$ cat config.mk
export PLATFORM = sky130hd
export DESIGN_NAME = sas_sequencer
export DESIGN_NICKNAME = d
export VERILOG_FILES = /design/src/logic/sas_pkg.sv /design/src/logic/sas_timer_if.sv /design/src/logic/sas_sync2.sv /design/src/logic/sas_step_timer.sv /design/src/logic/sas_sequencer.sv
export SDC_FILE = /design/constraint.sdc
export NUM_CORES = 1
export LEC_CHECK = 0
export BUFFER_PORTS_ARGS = -buffer_cell sky130_fd_sc_hd__buf_2
export CAP_MARGIN = 20
export CORE_MARGIN = 1
export CORE_UTILIZATION = 33
export CTS_BUF_LIST = sky130_fd_sc_hd__clkbuf_4 sky130_fd_sc_hd__clkbuf_8
export CTS_CLUSTER_SIZE = 20
export DETAILED_ROUTE_END_ITERATION = 10
export PLACE_DENSITY_LB_ADDON = 0.25
export SLEW_MARGIN = 20
export SYNTH_ARGS = -nofsm -noshare
export SYNTH_HDL_FRONTEND = slang
export SYNTH_HIERARCHICAL = 1
export SYNTH_SLANG_ARGS = --single-unit
$ cat constraint.sdc
create_clock -name clk_sys_in -period 4.7 [get_ports clk_sys_in]
set_clock_uncertainty 0.15 [all_clocks]
set_input_delay 0.94 -clock clk_sys_in [delete_from_list [all_inputs] [get_ports clk_sys_in]]
set_output_delay 0.94 -clock clk_sys_in [all_outputs]
set_load 0.05 [all_outputs]
$ cat src/logic/sas_pkg.sv
// Constants, register map and timing tables for the converter sequencer
`default_nettype none

package sas_pkg;

  // ----------------------------------------------------------------
  // Register map
  // ----------------------------------------------------------------
  localparam logic [15:0] ADDR_MODE = 16'hff80;
  localparam logic [15:0] ADDR_CHSEL = 16'hff84;
  localparam logic [15:0] ADDR_RESULT = 16'hff88;
  localparam logic [15:0] ADDR_FLAG = 16'hff8c;

  localparam logic [7:0] MODE_RESET = 8'h00;
  localparam logic [7:0] CHSEL_RESET = 8'h00;
  localparam logic [7:0] RDATA_RESET = 8'h00;
  localparam logic [7:0] UNMAPPED_READ = 8'h00;

  // Writable bits; the rest are held at zero and read back as zero
  localparam logic [7:0] MODE_WMASK = 8'hb8;
  localparam logic [7:0] CHSEL_WMASK = 8'h07;

  // ----------------------------------------------------------------
  // Field positions
  // ----------------------------------------------------------------
  localparam int MODE_ENABLE_BIT = 7;
  localparam int MODE_TIME_LSB = 3;
  localparam int TIME_W = 3;
  localparam int CHAN_W = 3;
  localparam int FLAG_BIT = 0;
  localparam int SAR_BITS = 8;

  // ----------------------------------------------------------------
  // Conversion lengths in main clock periods
  // ----------------------------------------------------------------
  localparam logic [7:0] CONV_CYC_0 = 8'h90;
  localparam logic [7:0] CONV_CYC_1 = 8'h78;
  localparam logic [7:0] CONV_CYC_2 = 8'h60;
  localparam logic [7:0] CONV_CYC_4 = 8'h48;
  localparam logic [7:0] CONV_CYC_5 = 8'h3c;
  localparam logic [7:0] CONV_CYC_6 = 8'h30;
  localparam logic [7:0] SAMPLE_DIV = 8'h0a;

  // Prohibited codes fall back to the slowest, safest length
  function automatic logic [7:0] conv_cycles(input logic [2:0] code);
    case (code)
      3'h0: conv_cycles = CONV_CYC_0;
      3'h1: conv_cycles = CONV_CYC_1;
      3'h2: conv_cycles = CONV_CYC_2;
      3'h4: conv_cycles = CONV_CYC_4;
      3'h5: conv_cycles = CONV_CYC_5;
      3'h6: conv_cycles = CONV_CYC_6;
      default: conv_cycles = CONV_CYC_0;
    endcase
  endfunction

  // One bit step: the time left after a tenth is taken for sampling, split in eight
  function automatic logic [7:0] step_cycles(input logic [2:0] code);
    logic [7:0] t;
    t = conv_cycles(code);
    step_cycles = (t - t / SAMPLE_DIV) >> 3;
  endfunction

  // Sampling absorbs the remainder so the whole conversion is exact
  function automatic logic [7:0] sample_cycles(input logic [2:0] code);
    logic [7:0] s;
    s = step_cycles(code);
    sample_cycles = conv_cycles(code) - (s << 3);
  endfunction

endpackage

`default_nettype wire

$ cat src/logic/sas_timer_if.sv
// Link between the sequencer core and its step timer
`timescale 1ns/1ps
`default_nettype none

interface sas_timer_if;
  logic run;
  logic start;
  logic [2:0] time_code;
  logic sampling;
  logic [2:0] bit_idx;
  logic decide;
  logic finish;

  modport core (output run, output start, output time_code,
                input sampling, input bit_idx, input decide, input finish);
  modport timer (input run, input start, input time_code,
                 output sampling, output bit_idx, output decide, output finish);
endinterface

`default_nettype wire

$ cat src/logic/sas_sync2.sv
// Two-stage synchroniser for levels entering from outside the clock domain
`timescale 1ns/1ps
`default_nettype none

module sas_sync2 #(
  parameter int WIDTH = 1
) (
  input wire logic clk_sys_in,
  input wire logic rst_b_in,
  input wire logic [WIDTH-1:0] async_in,
  output logic [WIDTH-1:0] sync_out
);

  logic [WIDTH-1:0] stage1;
  logic [WIDTH-1:0] next_stage1;
  logic [WIDTH-1:0] next_sync;

  always_comb begin
    next_stage1 = async_in;
    next_sync = stage1;
  end

  always_ff @(posedge clk_sys_in or negedge rst_b_in) begin
    if (!rst_b_in) begin
      stage1 <= '0;
      sync_out <= '0;
    end else begin
      stage1 <= next_stage1;
      sync_out <= next_sync;
    end
  end

endmodule

`default_nettype wire

$ cat src/logic/sas_step_timer.sv
// Sample phase and bit step timing of one conversion, repeating while enabled
`timescale 1ns/1ps
`default_nettype none

module sas_step_timer (
  input wire logic clk_sys_in,
  input wire logic rst_b_in,
  sas_timer_if.timer tif
);

  logic sampling;
  logic [7:0] cnt;
  logic [2:0] bit_idx;
  logic next_sampling;
  logic [7:0] next_cnt;
  logic [2:0] next_bit_idx;
  logic [7:0] samp_len;
  logic [7:0] step_len;

  always_comb begin
    samp_len = sas_pkg::sample_cycles(tif.time_code);
    step_len = sas_pkg::step_cycles(tif.time_code);
  end

  assign tif.sampling = sampling;
  assign tif.bit_idx = bit_idx;
  assign tif.decide = tif.run && !tif.start && !sampling && (cnt == step_len - 8'h01);
  assign tif.finish = tif.decide && (bit_idx == 3'h0);

  always_comb begin
    next_sampling = sampling;
    next_cnt = cnt + 8'h01;
    next_bit_idx = bit_idx;
    if (!tif.run || tif.start) begin
      // Abort or halt: next run begins again with sampling
      next_sampling = 1'b1;
      next_cnt = 8'h00;
      next_bit_idx = 3'h7;
    end else if (sampling) begin
      if (cnt == samp_len - 8'h01) begin
        next_sampling = 1'b0;
        next_cnt = 8'h00;
      end
    end else if (cnt == step_len - 8'h01) begin
      next_cnt = 8'h00;
      if (bit_idx == 3'h0) begin
        next_sampling = 1'b1;
        next_bit_idx = 3'h7;
      end else begin
        next_bit_idx = bit_idx - 3'h1;
      end
    end
  end

  always_ff @(posedge clk_sys_in or negedge rst_b_in) begin
    if (!rst_b_in) begin
      sampling <= 1'b1;
      cnt <= 8'h00;
      bit_idx <= 3'h7;
    end else begin
      sampling <= next_sampling;
      cnt <= next_cnt;
      bit_idx <= next_bit_idx;
    end
  end

endmodule

`default_nettype wire

$ cat src/logic/sas_sequencer.sv
// Successive-approximation converter sequencer with its control registers
//
// Overview of operation
// - Channel select clears on reset; byte writes
// - Channel select low three bits pick input
// - Sampling takes a ninth to a fifth of conversion
// - Trial MSB at half reference, kept if not lower
// - Each lower bit tried, kept if input at or above
// - Result latched with done interrupt together
// - Conversions repeat while convert enable set
// - Control write aborts, restarts if enabled
// - Enable cleared by write stops at once
// - Result register not initialised by reset
// - Standby halts conversion sequencing
// - Coinciding read returns old result first
// - Coinciding control write suppresses result update
// - Mode write leaves done flag untouched
// - Software start only; reset in select mode
// - Mode register: enable bit seven, time bits five to three, zeros elsewhere
// - Time field selects six conversion lengths
`timescale 1ns/1ps
`default_nettype none

module sas_sequencer (
  input wire logic clk_sys_in,
  input wire logic rst_b_in,
  input wire logic [15:0] reg_addr_in,
  input wire logic reg_wr_in,
  input wire logic reg_rd_in,
  input wire logic [7:0] reg_wdata_in,
  output logic [7:0] reg_rdata_out,
  input wire logic standby_in,
  input wire logic comparator_in,
  output logic [7:0] tap_code_out,
  output logic sample_hold_out,
  output logic [2:0] channel_out,
  output logic conversion_done_irq_out,
  output logic conversion_done_flag_out,
  output logic converting_out
);

  // ----------------------------------------------------------------
  // Declarations
  // ----------------------------------------------------------------
  logic [7:0] converter_mode;
  logic [7:0] channel_select;
  logic conversion_done_flag;
  logic [7:0] conversion_result;
  logic [7:0] approximation_reg;
  logic [7:0] next_converter_mode;
  logic [7:0] next_channel_select;
  logic next_conversion_done_flag;
  logic [7:0] next_conversion_result;
  logic [7:0] next_approximation_reg;
  logic [7:0] next_rdata;
  logic [7:0] next_tap_code;
  logic next_sample_hold;
  logic next_irq;
  logic next_converting;
  logic convert_enable;
  logic wr_mode;
  logic wr_chsel;
  logic wr_flag;
  logic ctl_wr;
  logic run;
  logic comp_sync;
  logic done_ok;
  logic [7:0] final_value;
  logic [7:0] trial_bit;

  sas_timer_if tif ();

  // ----------------------------------------------------------------
  // Helpers
  // ----------------------------------------------------------------
  sas_sync2 #(
    .WIDTH(1)
  ) u_comp_sync (
    .clk_sys_in(clk_sys_in),
    .rst_b_in(rst_b_in),
    .async_in(comparator_in),
    .sync_out(comp_sync)
  );

  sas_step_timer u_timer (
    .clk_sys_in(clk_sys_in),
    .rst_b_in(rst_b_in),
    .tif(tif)
  );

  // ----------------------------------------------------------------
  // Decode and control
  // ----------------------------------------------------------------
  always_comb begin
    wr_mode = reg_wr_in && (reg_addr_in == sas_pkg::ADDR_MODE);
    wr_chsel = reg_wr_in && (reg_addr_in == sas_pkg::ADDR_CHSEL);
    wr_flag = reg_wr_in && (reg_addr_in == sas_pkg::ADDR_FLAG);
    ctl_wr = wr_mode || wr_chsel;
    convert_enable = converter_mode[sas_pkg::MODE_ENABLE_BIT];
    // Standby forces the timer back to idle; it restarts cleanly afterwards
    run = convert_enable && !standby_in;
    // A control write in the completion cycle takes priority
    done_ok = tif.finish && !ctl_wr;
    trial_bit = 8'h01 << tif.bit_idx;
    final_value = tif.finish ? ((approximation_reg & ~trial_bit) | (comp_sync ? trial_bit : 8'h00))
                             : approximation_reg;
  end

  assign tif.run = run;
  assign tif.start = ctl_wr;
  assign tif.time_code = converter_mode[sas_pkg::MODE_TIME_LSB +: sas_pkg::TIME_W];

  // ----------------------------------------------------------------
  // Control registers
  // ----------------------------------------------------------------
  always_comb begin
    next_converter_mode = converter_mode;
    next_channel_select = channel_select;
    if (wr_mode) begin
      // Reserved mode bits stay zero whatever is written
      next_converter_mode = reg_wdata_in & sas_pkg::MODE_WMASK;
    end
    if (wr_chsel) begin
      // Upper bits are dropped so a careless write cannot pick a ninth input
      next_channel_select = reg_wdata_in & sas_pkg::CHSEL_WMASK;
    end
  end

  always_ff @(posedge clk_sys_in or negedge rst_b_in) begin
    if (!rst_b_in) begin
      converter_mode <= sas_pkg::MODE_RESET;
      channel_select <= sas_pkg::CHSEL_RESET;
    end else begin
      converter_mode <= next_converter_mode;
      channel_select <= next_channel_select;
    end
  end

  assign channel_out = channel_select[sas_pkg::CHAN_W-1:0];

  // ----------------------------------------------------------------
  // Done flag and interrupt pulse
  // ----------------------------------------------------------------
  always_comb begin
    next_conversion_done_flag = conversion_done_flag;
    // Only the flag register clears it; mode writes leave it alone
    if (wr_flag && !reg_wdata_in[sas_pkg::FLAG_BIT]) begin
      next_conversion_done_flag = 1'b0;
    end
    if (done_ok) begin
      next_conversion_done_flag = 1'b1;
    end
    next_irq = done_ok;
  end

  always_ff @(posedge clk_sys_in or negedge rst_b_in) begin
    if (!rst_b_in) begin
      conversion_done_flag <= 1'b0;
      conversion_done_irq_out <= 1'b0;
    end else begin
      conversion_done_flag <= next_conversion_done_flag;
      conversion_done_irq_out <= next_irq;
    end
  end

  assign conversion_done_flag_out = conversion_done_flag;

  // ----------------------------------------------------------------
  // Approximation register and ladder drive
  // ----------------------------------------------------------------
  always_comb begin
    next_approximation_reg = approximation_reg;
    if (!run || tif.start || tif.sampling) begin
      next_approximation_reg = 8'h00;
    end else if (tif.decide) begin
      // Comparator high means input at or above the tap: keep the bit
      next_approximation_reg = final_value;
    end
    if (tif.decide) begin
      next_approximation_reg = (approximation_reg & ~trial_bit) | (comp_sync ? trial_bit : 8'h00);
      if (!run || tif.start || tif.finish) begin
        next_approximation_reg = 8'h00;
      end
    end
    next_tap_code = 8'h00;
    if (run && !tif.start && !tif.sampling) begin
      next_tap_code = approximation_reg | trial_bit;
    end
    next_sample_hold = run && tif.sampling && !tif.start;
    next_converting = run;
  end

  always_ff @(posedge clk_sys_in or negedge rst_b_in) begin
    if (!rst_b_in) begin
      approximation_reg <= 8'h00;
      tap_code_out <= 8'h00;
      sample_hold_out <= 1'b0;
      converting_out <= 1'b0;
    end else begin
      approximation_reg <= next_approximation_reg;
      tap_code_out <= next_tap_code;
      sample_hold_out <= next_sample_hold;
      converting_out <= next_converting;
    end
  end

  // ----------------------------------------------------------------
  // Result register
  // ----------------------------------------------------------------
  always_comb begin
    next_conversion_result = conversion_result;
    if (done_ok) begin
      next_conversion_result = final_value;
    end
  end

  // No reset: contents are undefined until the first completion
  always_ff @(posedge clk_sys_in) begin
    conversion_result <= next_conversion_result;
  end

  // ----------------------------------------------------------------
  // Read port
  // ----------------------------------------------------------------
  always_comb begin
    next_rdata = reg_rdata_out;
    if (reg_rd_in) begin
      case (reg_addr_in)
        sas_pkg::ADDR_MODE: next_rdata = converter_mode;
        sas_pkg::ADDR_CHSEL: next_rdata = channel_select;
        // Sampled before the completing edge lands, so a clash reads the old value
        sas_pkg::ADDR_RESULT: next_rdata = conversion_result;
        sas_pkg::ADDR_FLAG: next_rdata = {7'h00, conversion_done_flag};
        default: next_rdata = sas_pkg::UNMAPPED_READ;
      endcase
    end
  end

  always_ff @(posedge clk_sys_in or negedge rst_b_in) begin
    if (!rst_b_in) begin
      reg_rdata_out <= sas_pkg::RDATA_RESET;
    end else begin
      reg_rdata_out <= next_rdata;
    end
  end

endmodule

`default_nettype wire

==> metrics.md, run 1 <==
| Metric | Value |
|---|---|
| Total power | `approximately 1.2 mW` |
| Pre-CTS setup slack | `-106 ps` |
| Worst Tran Pin Value | `around 620 ps` |
| Top cells by area, synth | `dfrtp_1 32%, edfxtp_1 6.9%, ha_1 3.6%` |
| Internal Power | `approximately 1000 uW` |
| Critical Path AT | `about 4500 ps` |
| Clk_lat worst skew | `between 300 and 400 ps` |
| Flop2flop setup slack | `between 100 and 150 ps` |
| GRT Overall Usage | `15.5%` |
| CP max stage cell | `or4_4` |
| Placed cell area | `around 4100 um2` |
| DRC viols | `0` |
| Detailed-route wire length | `slightly above 8 mm` |
| Worst setup SP type | `flip-flop` |
| CTS Root Cell | `clkbuf_8` |
| Fin worst setup slack | `about 110 ps` |
| Final hold vios | `0` |
| Sequential power share | `~41%` |
| # Max-Cap Violations | `0` |
| Max VDD drop | `approximately 0.20 mV` |
| Crit path to | `conversion_result[1]$_DFFE_PP_` |
| CTS tree | `built` |
| Antenna Violating Nets Remaining | `0` |
| Routed vias/inst | `about 5` |
| Layout cells sized above 1 | `approximately a third` |
| Most Frequent Cell on Critical Path | `nand2b_4` |
| CTS Buffer Depth | `2` |
| Setup CP Type | `reg -> reg` |
| Fillers | `just over 1,000` |
| Top-count cell post-synth | `dfrtp_1` |
| Yosys reg bits | `57` |
| Sequential fraction of the synthesis area | `42.3%` |
| Fin. max-slew vios | `0` |
| Clk network pwr share | `between 50 and 60%` |
| Layout Nets | `around 480` |
| FF-to-FF Start | `converter_mode[3]$_DFFE_PN0P_` |
| Die area | `between 10,000 and 15,000 um2` |
| Final instance area | `around 4500 um2` |
| DIE HEIGHT | `between 100 and 150 um` |
| Worst reg2reg path endpoint | `conversion_result[1]$_DFFE_PP_` |
| WP data required | `about 4600 ps` |
| Main flop type after synthesis | `dfrtp_1` |
| WL/cell | `around 14 um` |
| Total CTS buffers | `9` |
| Post-synth top cells | `45 x dfrtp_1, 33 x nor2_1, 23 x o21ai_0` |
| Routed via count | `just under 3,000` |
| Antenna violations before repair | `0` |
| Worst setup path startpoint | `converter_mode[3]$_DFFE_PN0P_` |
| Grt ovf | `0` |
| Placed Cells | `approximately 560` |
| Critical path endpoint category | `flip-flop` |
| Routability cong. | `between 0.8 and 0.9` |
| Ys Warns | `6` |
| Rel. slew slack | `between 50 and 60%` |
| Post-synth cell types | `between 60 and 70` |
| Max Clk Rate | `218 MHz` |
| Fin crit share | `a little over nine tenths` |
| Status | `finished, final reports clean` |
| # clock sinks | `57` |
| Post-DP HPWL | `5.71 mm` |
| Post-synth ARST share | `a little under nine tenths` |
| Site Rows | `37` |
| Synthesized Nets | `400` |
| EDFF count, synth | `8` |
| Hold Crit Class | `reg -> reg` |
| Mapped Cells | `360` |
| Period minus WS final | `roughly 4600 ps` |
| Crit-path max FO | `8` |
| Largest net degree at the start of global routing | `50` |
| Pwr Density | `about 270 nW/um2` |
| Worst-path cell chain | `buf_6 -> ha_4 -> nand2b_4 -> or4_4 -> nand2_2 -> o21ai_1 -> and2_1 -> ha_2 -> a21o_1 -> a221o_1 -> or3_4 -> a211o_1 -> a2111oi_4 -> and3_4 -> nand2b_4 -> nor3b_2 -> mux2_4` |
| Hold Buf Count CTS | `0` |
| FF-to-FF path depth | `17` |
| DRT iter0 DRCs | `192` |
| Port Buffers | `51` |
| Synth top area share | `about a third` |
| Sw frac | `roughly 18%` |
| Delay of the slowest cell on the worst path | `480 ps` |
| Die Span X | `between 100 and 150 um` |
| Switching pwr | `between 200 and 250 uW` |
| Final setup fails | `0` |
| I/O Pins | `53` |
| Starting Density | `33.9%` |
| Mean Syn Cell Area | `between 9 and 10 um2` |
| Worst-path clk slew | `70 ps` |
| First-pass GRT wire length | `13.7 mm` |
| Final cell count without fillers | `a little under 600` |
| Number of global-route vias before repair | `2,872` |
| RSZ-0062 raised after global routing | `yes` |
| Core footprint | `about 10,000 um2` |
| Yosys top cell by area | `dfrtp_1` |
| Ant diodes | `0` |
| Logic gate share of total power | `approximately 3.1%` |
| DR pass1 iterations | `4` |
| Cell area after synthesis | `approximately 3500 um2` |
| Leak | `a little under 2 nW` |
| H-Tree Depth | `3` |
| Area Overhead vs Synth | `30.7%` |
[placed cells by master, fill, tap and decap left out, types with 5 or more instances in the layout]
master     count
inv_1         19
nor2_1        33
nand4_1        5
nor2b_1        5
buf_4         28
nor3_1        14
nand2_1       13
nand3_1        9
nand4b_1       5
a21oi_1       13
bufinv_16      5
xnor2_1        5
and2_1         5
and3_1         5
o21ai_0       19
dfrtp_1       44
buf_2         50
mux2i_1        8
xor2_1         8
ha_1           6
clkbuf_8      10
edfxtp_1       8
buf_6          5
nor4_1         6
[through the flow]
| stage | hold WS, ps | setup TNS [ps] | util [%] |
|---|---|---|---|
| 4_1_cts | 211 | 0 | 43.0 |
| 2_1_floorplan | 181 | -4.74 | - |
| 3_5_place_dp | 192 | -368 | 39.6 |
| 3_3_place_gp | 184 | -85.3 | 39.6 |
| 5_1_grt | 224 | -154 | 44.3 |
| 6_report | 203 | 0 | 44.3 |
[cells by family after synthesis]
kind of cell / count (synthesis) / synth area share (%)
simple gates: 139 / 23.3
compound gates: 81 / 15.8
flops: 57 / 42.3
buf+inv: 38 / 5.21
mux: 21 / 6.47
xor+xnor: 13 / 3.27
fa+ha+maj: 10 / 3.60
other cells: 1 / 0.108
[metal layers]
metal | global-route usage (%) | routed length (um) | vias up
met5 | 0 | 0 | -
met4 | 5.23 | 112 | 0
met3 | 3.43 | 222 | 11
met2 | 23.9 | 3840 | 58
met1 | 21.2 | 4010 | 1427
li1 | - | - | 1476
[how the worst min path moves through the flow]
stage	startpoint	end	slack, ps	cells past startpoint
3_5_place_dp	u_comp_sync/next_sync$_DFF_PN0_	u_comp_sync/sync_out$_DFF_PN0_	190	0
5_1_grt	u_comp_sync/next_sync$_DFF_PN0_	u_comp_sync/sync_out$_DFF_PN0_	220	0
3_3_place_gp	u_comp_sync/next_sync$_DFF_PN0_	u_comp_sync/sync_out$_DFF_PN0_	180	0
4_1_cts	u_comp_sync/next_sync$_DFF_PN0_	u_comp_sync/sync_out$_DFF_PN0_	210	0
2_1_floorplan	u_comp_sync/next_sync$_DFF_PN0_	u_comp_sync/sync_out$_DFF_PN0_	180	0
6_report	u_comp_sync/next_sync$_DFF_PN0_	u_comp_sync/sync_out$_DFF_PN0_	200	0
[critical path, delay by kind of cell (launching register included)]
kind | cells | cell delay [ps]
and+or+nand+nor | 8 | 1760
muxes | 1 | 310
buffers and inverters | 1 | 140
DFF | 1 | 410
adders and majority gates | 2 | 360
AOI/OAI and AO/OA | 5 | 1210
[power groups by stage]
stage               sequential [mW]  combinational (mW)  clock [mW]
floorplan                     0.510              0.0143           0
global placement              0.510              0.0377           0
detailed placement            0.510              0.0385           0
CTS                           0.501              0.0388       0.687
global route                  0.501              0.0425       0.711
finish                        0.501              0.0379       0.671
[layout make-up]
type                            instances  area, um2  area share [%]
Clock inverter                          5        150            3.30
Inverter                               21       81.3            1.79
Multi-Input combinational cell        265       2010            44.2
Tap cell                              136        170            3.74
Clock buffer                           11        145            3.19
Timing Repair Buffer                   83        517            11.4
Sequential cell                        57       1470            32.4
[what timing repair did]
action	CTS	global route
gates resized for setup	6	29
endpoints found under the setup margin	22	22
setup buffers	1	2
pin swaps	2	17
No activity file was read; power rests on OpenSTA's default activity.
==> inputs of run 2 (changes only) <==
SETUP_SLACK_MARGIN = 0.15   (was default)
==> run 2 against run 1 <==
Net effect:
- wire length down 4.2%
- utilization decreased by 1.7 points
- via count shrank 2.6%
- largest cell class unchanged
==> metrics.md, run 2 (synthesis results as in run 1) <==
| Metric | Value |
|---|---|
| DIE HEIGHT | `105 um (unchanged)` |
| # clock sinks | `57 (unchanged)` |
| Antenna Violating Nets Remaining | `0 (unchanged)` |
| Fillers | `1,007 (-0.79%)` |
| Max VDD drop | `0.108 mV (-47%)` |
| Worst-path clk slew | `70 ps (about the same)` |
| DRC viols | `0 (unchanged)` |
| Clk_lat worst skew | `330 ps (about the same)` |
| Routed vias/inst | `5.04 (-1.9%)` |
| Fin worst setup slack | `182 ps (+67.3 ps)` |
| Site Rows | `37 (unchanged)` |
| Hold Crit Start | `u_comp_sync/next_sync$_DFF_PN0_` |
| Die Span X | `105 um (unchanged)` |
| Placed Cells | `552 (-1.3%)` |
| # Max-Cap Violations | `0 (unchanged)` |
| Critical path endpoint category | `flip-flop` |
| FF-to-FF Start | `converter_mode[3]$_DFFE_PN0P_` |
| Worst setup path startpoint | `converter_mode[3]$_DFFE_PN0P_` |
| DR pass1 iterations | `4 (unchanged)` |
| Routed via count | `2,894 (-2.6%)` |
| Most frequent cells in the layout | `50 x buf_2, 43 x dfrtp_1, 33 x nor2_1` |
| Sequential cell area | `1470 um2 (about the same)` |
| Hold Crit Class | `reg -> reg` |
| Leak | `1.92 nW (-3.4%)` |
| First-pass GRT wire length | `13.6 mm (-0.86%)` |
| Hold_ws | `203 ps (-0.850 ps)` |
| Top Layer Used | `met4` |
| Met3 wire length | `265 um (+19%)` |
| Final setup fails | `0 (unchanged)` |
| Pre-CTS setup slack | `5.67 ps (+112 ps)` |
| Fin crit share | `96.1% (-1.4 points)` |
| DRT iter0 DRCs | `199 (+3.6%)` |
| Detailed-route wire length | `7.85 mm (-4.2%)` |
| Area of the multi-input gates | `1980 um2 (-1.7%)` |
| Post-DP HPWL | `5.55 mm (-2.7%)` |
| Core footprint | `10,300 um2 (unchanged)` |
| Routability cong. | `0.842 (-1.2%)` |
| Fin. max-slew vios | `0 (unchanged)` |
| RSZ-0062 raised after global routing | `yes` |
| Die area | `11,000 um2 (unchanged)` |
| Final instance area | `4380 um2 (-3.8%)` |
| Fin util | `42.6% (-1.7 points)` |
| Period minus WS final | `4520 ps (-67.3 ps)` |
| Critical Path AT | `4450 ps (-80 ps)` |
| Area Overhead vs Synth | `25.7%` |
| Starting Density | `33.9% (unchanged)` |
| CTS Buffer Depth | `2 (unchanged)` |
| Grt ovf | `0 (unchanged)` |
| Final cell count without fillers | `574 (-0.69%)` |
| Setup CP Type | `reg -> reg` |
| H-Tree Depth | `3 (unchanged)` |
| CTS tree | `built` |
| Routed met1 length | `4.00 mm (-0.27%)` |
| Worst Tran Pin Value | `672 ps (+49.2 ps)` |
| WL/cell | `13.7 um (-3.5%)` |
| Antenna violations before repair | `0 (unchanged)` |
| Total power | `978 uW (-19%)` |
| Ant diodes | `0 (unchanged)` |
| CTS Root Cell | `clkbuf_8` |
| Final setup TNS | `0 ps (unchanged)` |
| Final hold vios | `0 (unchanged)` |
| Most common cell after layout, fill and taps aside | `buf_2` |
| Number of global-route vias before repair | `2,862 (-0.35%)` |
| Layout Nets | `473 (-0.84%)` |
| Crit-path max FO | `7 (-1)` |
| Placed cell area | `4070 um2 (-0.12%)` |
| Max Clk Rate | `221 MHz (+1.5%)` |
| Worst setup SP type | `flip-flop` |
| GRT Overall Usage | `15.1% (-0.34 points)` |
| Total CTS buffers | `9 (unchanged)` |
| Layout cells sized above 1 | `33.1% (-1.3 points)` |
| Rel. slew slack | `55.2% (-3.3 points)` |
| Status | `finished, final reports clean` |
| Port Buffers | `51 (unchanged)` |
| I/O Pins | `53 (unchanged)` |
| WP data required | `4630 ps (about the same)` |
| Wire length on met2 | `3.54 mm (-7.7%)` |
| Pwr Density | `223 nW/um2 (-16%)` |
| Largest net degree at the start of global routing | `50 (unchanged)` |
-- run 2: report_power, final --
part / internal (mW) / switching (mW) / leakage [nW]
Sequential: 0.500 / 0.000638 / 0.718
Clock: 0.253 / 0.186 / 0.106
Combinational: 0.0161 / 0.0217 / 1.10
Total: 0.769 / 0.208 / 1.92
-- run 2: metal layers --
layer | up-vias | track usage (%)
met5 | - | 0
met2 | 40 | 23.9
li1 | 1466 | -
met1 | 1384 | 21.1
met4 | 0 | 3.02
met3 | 4 | 3.49
-- run 2: path summary, 6_finish.rpt --
check / endpoint / slack (ps) / cells after the start
setup reg to reg: conversion_result[2]$_DFFE_PP_ / 180 / 17
setup / recovery: conversion_result[2]$_DFFE_PP_ / 180 / 17
hold reg to reg: u_comp_sync/sync_out$_DFF_PN0_ / 200 / 0
min in group asynchronous: reg_rdata_out[2]$_DFFE_PN0P_ / 470 / 1
hold / removal: u_comp_sync/sync_out$_DFF_PN0_ / 200 / 0
max in group asynchronous: converter_mode[3]$_DFFE_PN0P_ / 3460 / 1
-- run 2: what timing repair did --
action,CTS,global route
hold buffers,0,0
pin swaps,15,12
cloned,0,0
resized for setup,13,5
setup buffers,4,2
endpoints found under the setup margin,24,24
-- run 2: final cells by class --
type	instances	area share (%)
inverter	21	1.86
clock buffer	14	4.26
timing repair buffer	79	10.9
tap	136	3.89
clock inverter	2	0.229
sequential	57	33.7
multi-input combinational	265	45.2
-- run 2: critical path, cell delays in order, from the launching register on --
cell,delay (ps)
dfrtp_2,420
inv_4,70
ha_4,300
nor4bb_4,330
a31oi_2,90
a21oi_2,180
o21ai_1,70
and2_1,140
ha_2,170
a21o_1,150
a221o_1,310
or3_4,380
a211o_4,340
a2111oi_4,320
and3_4,270
nand2b_4,70
nor3b_2,200
mux2_4,310
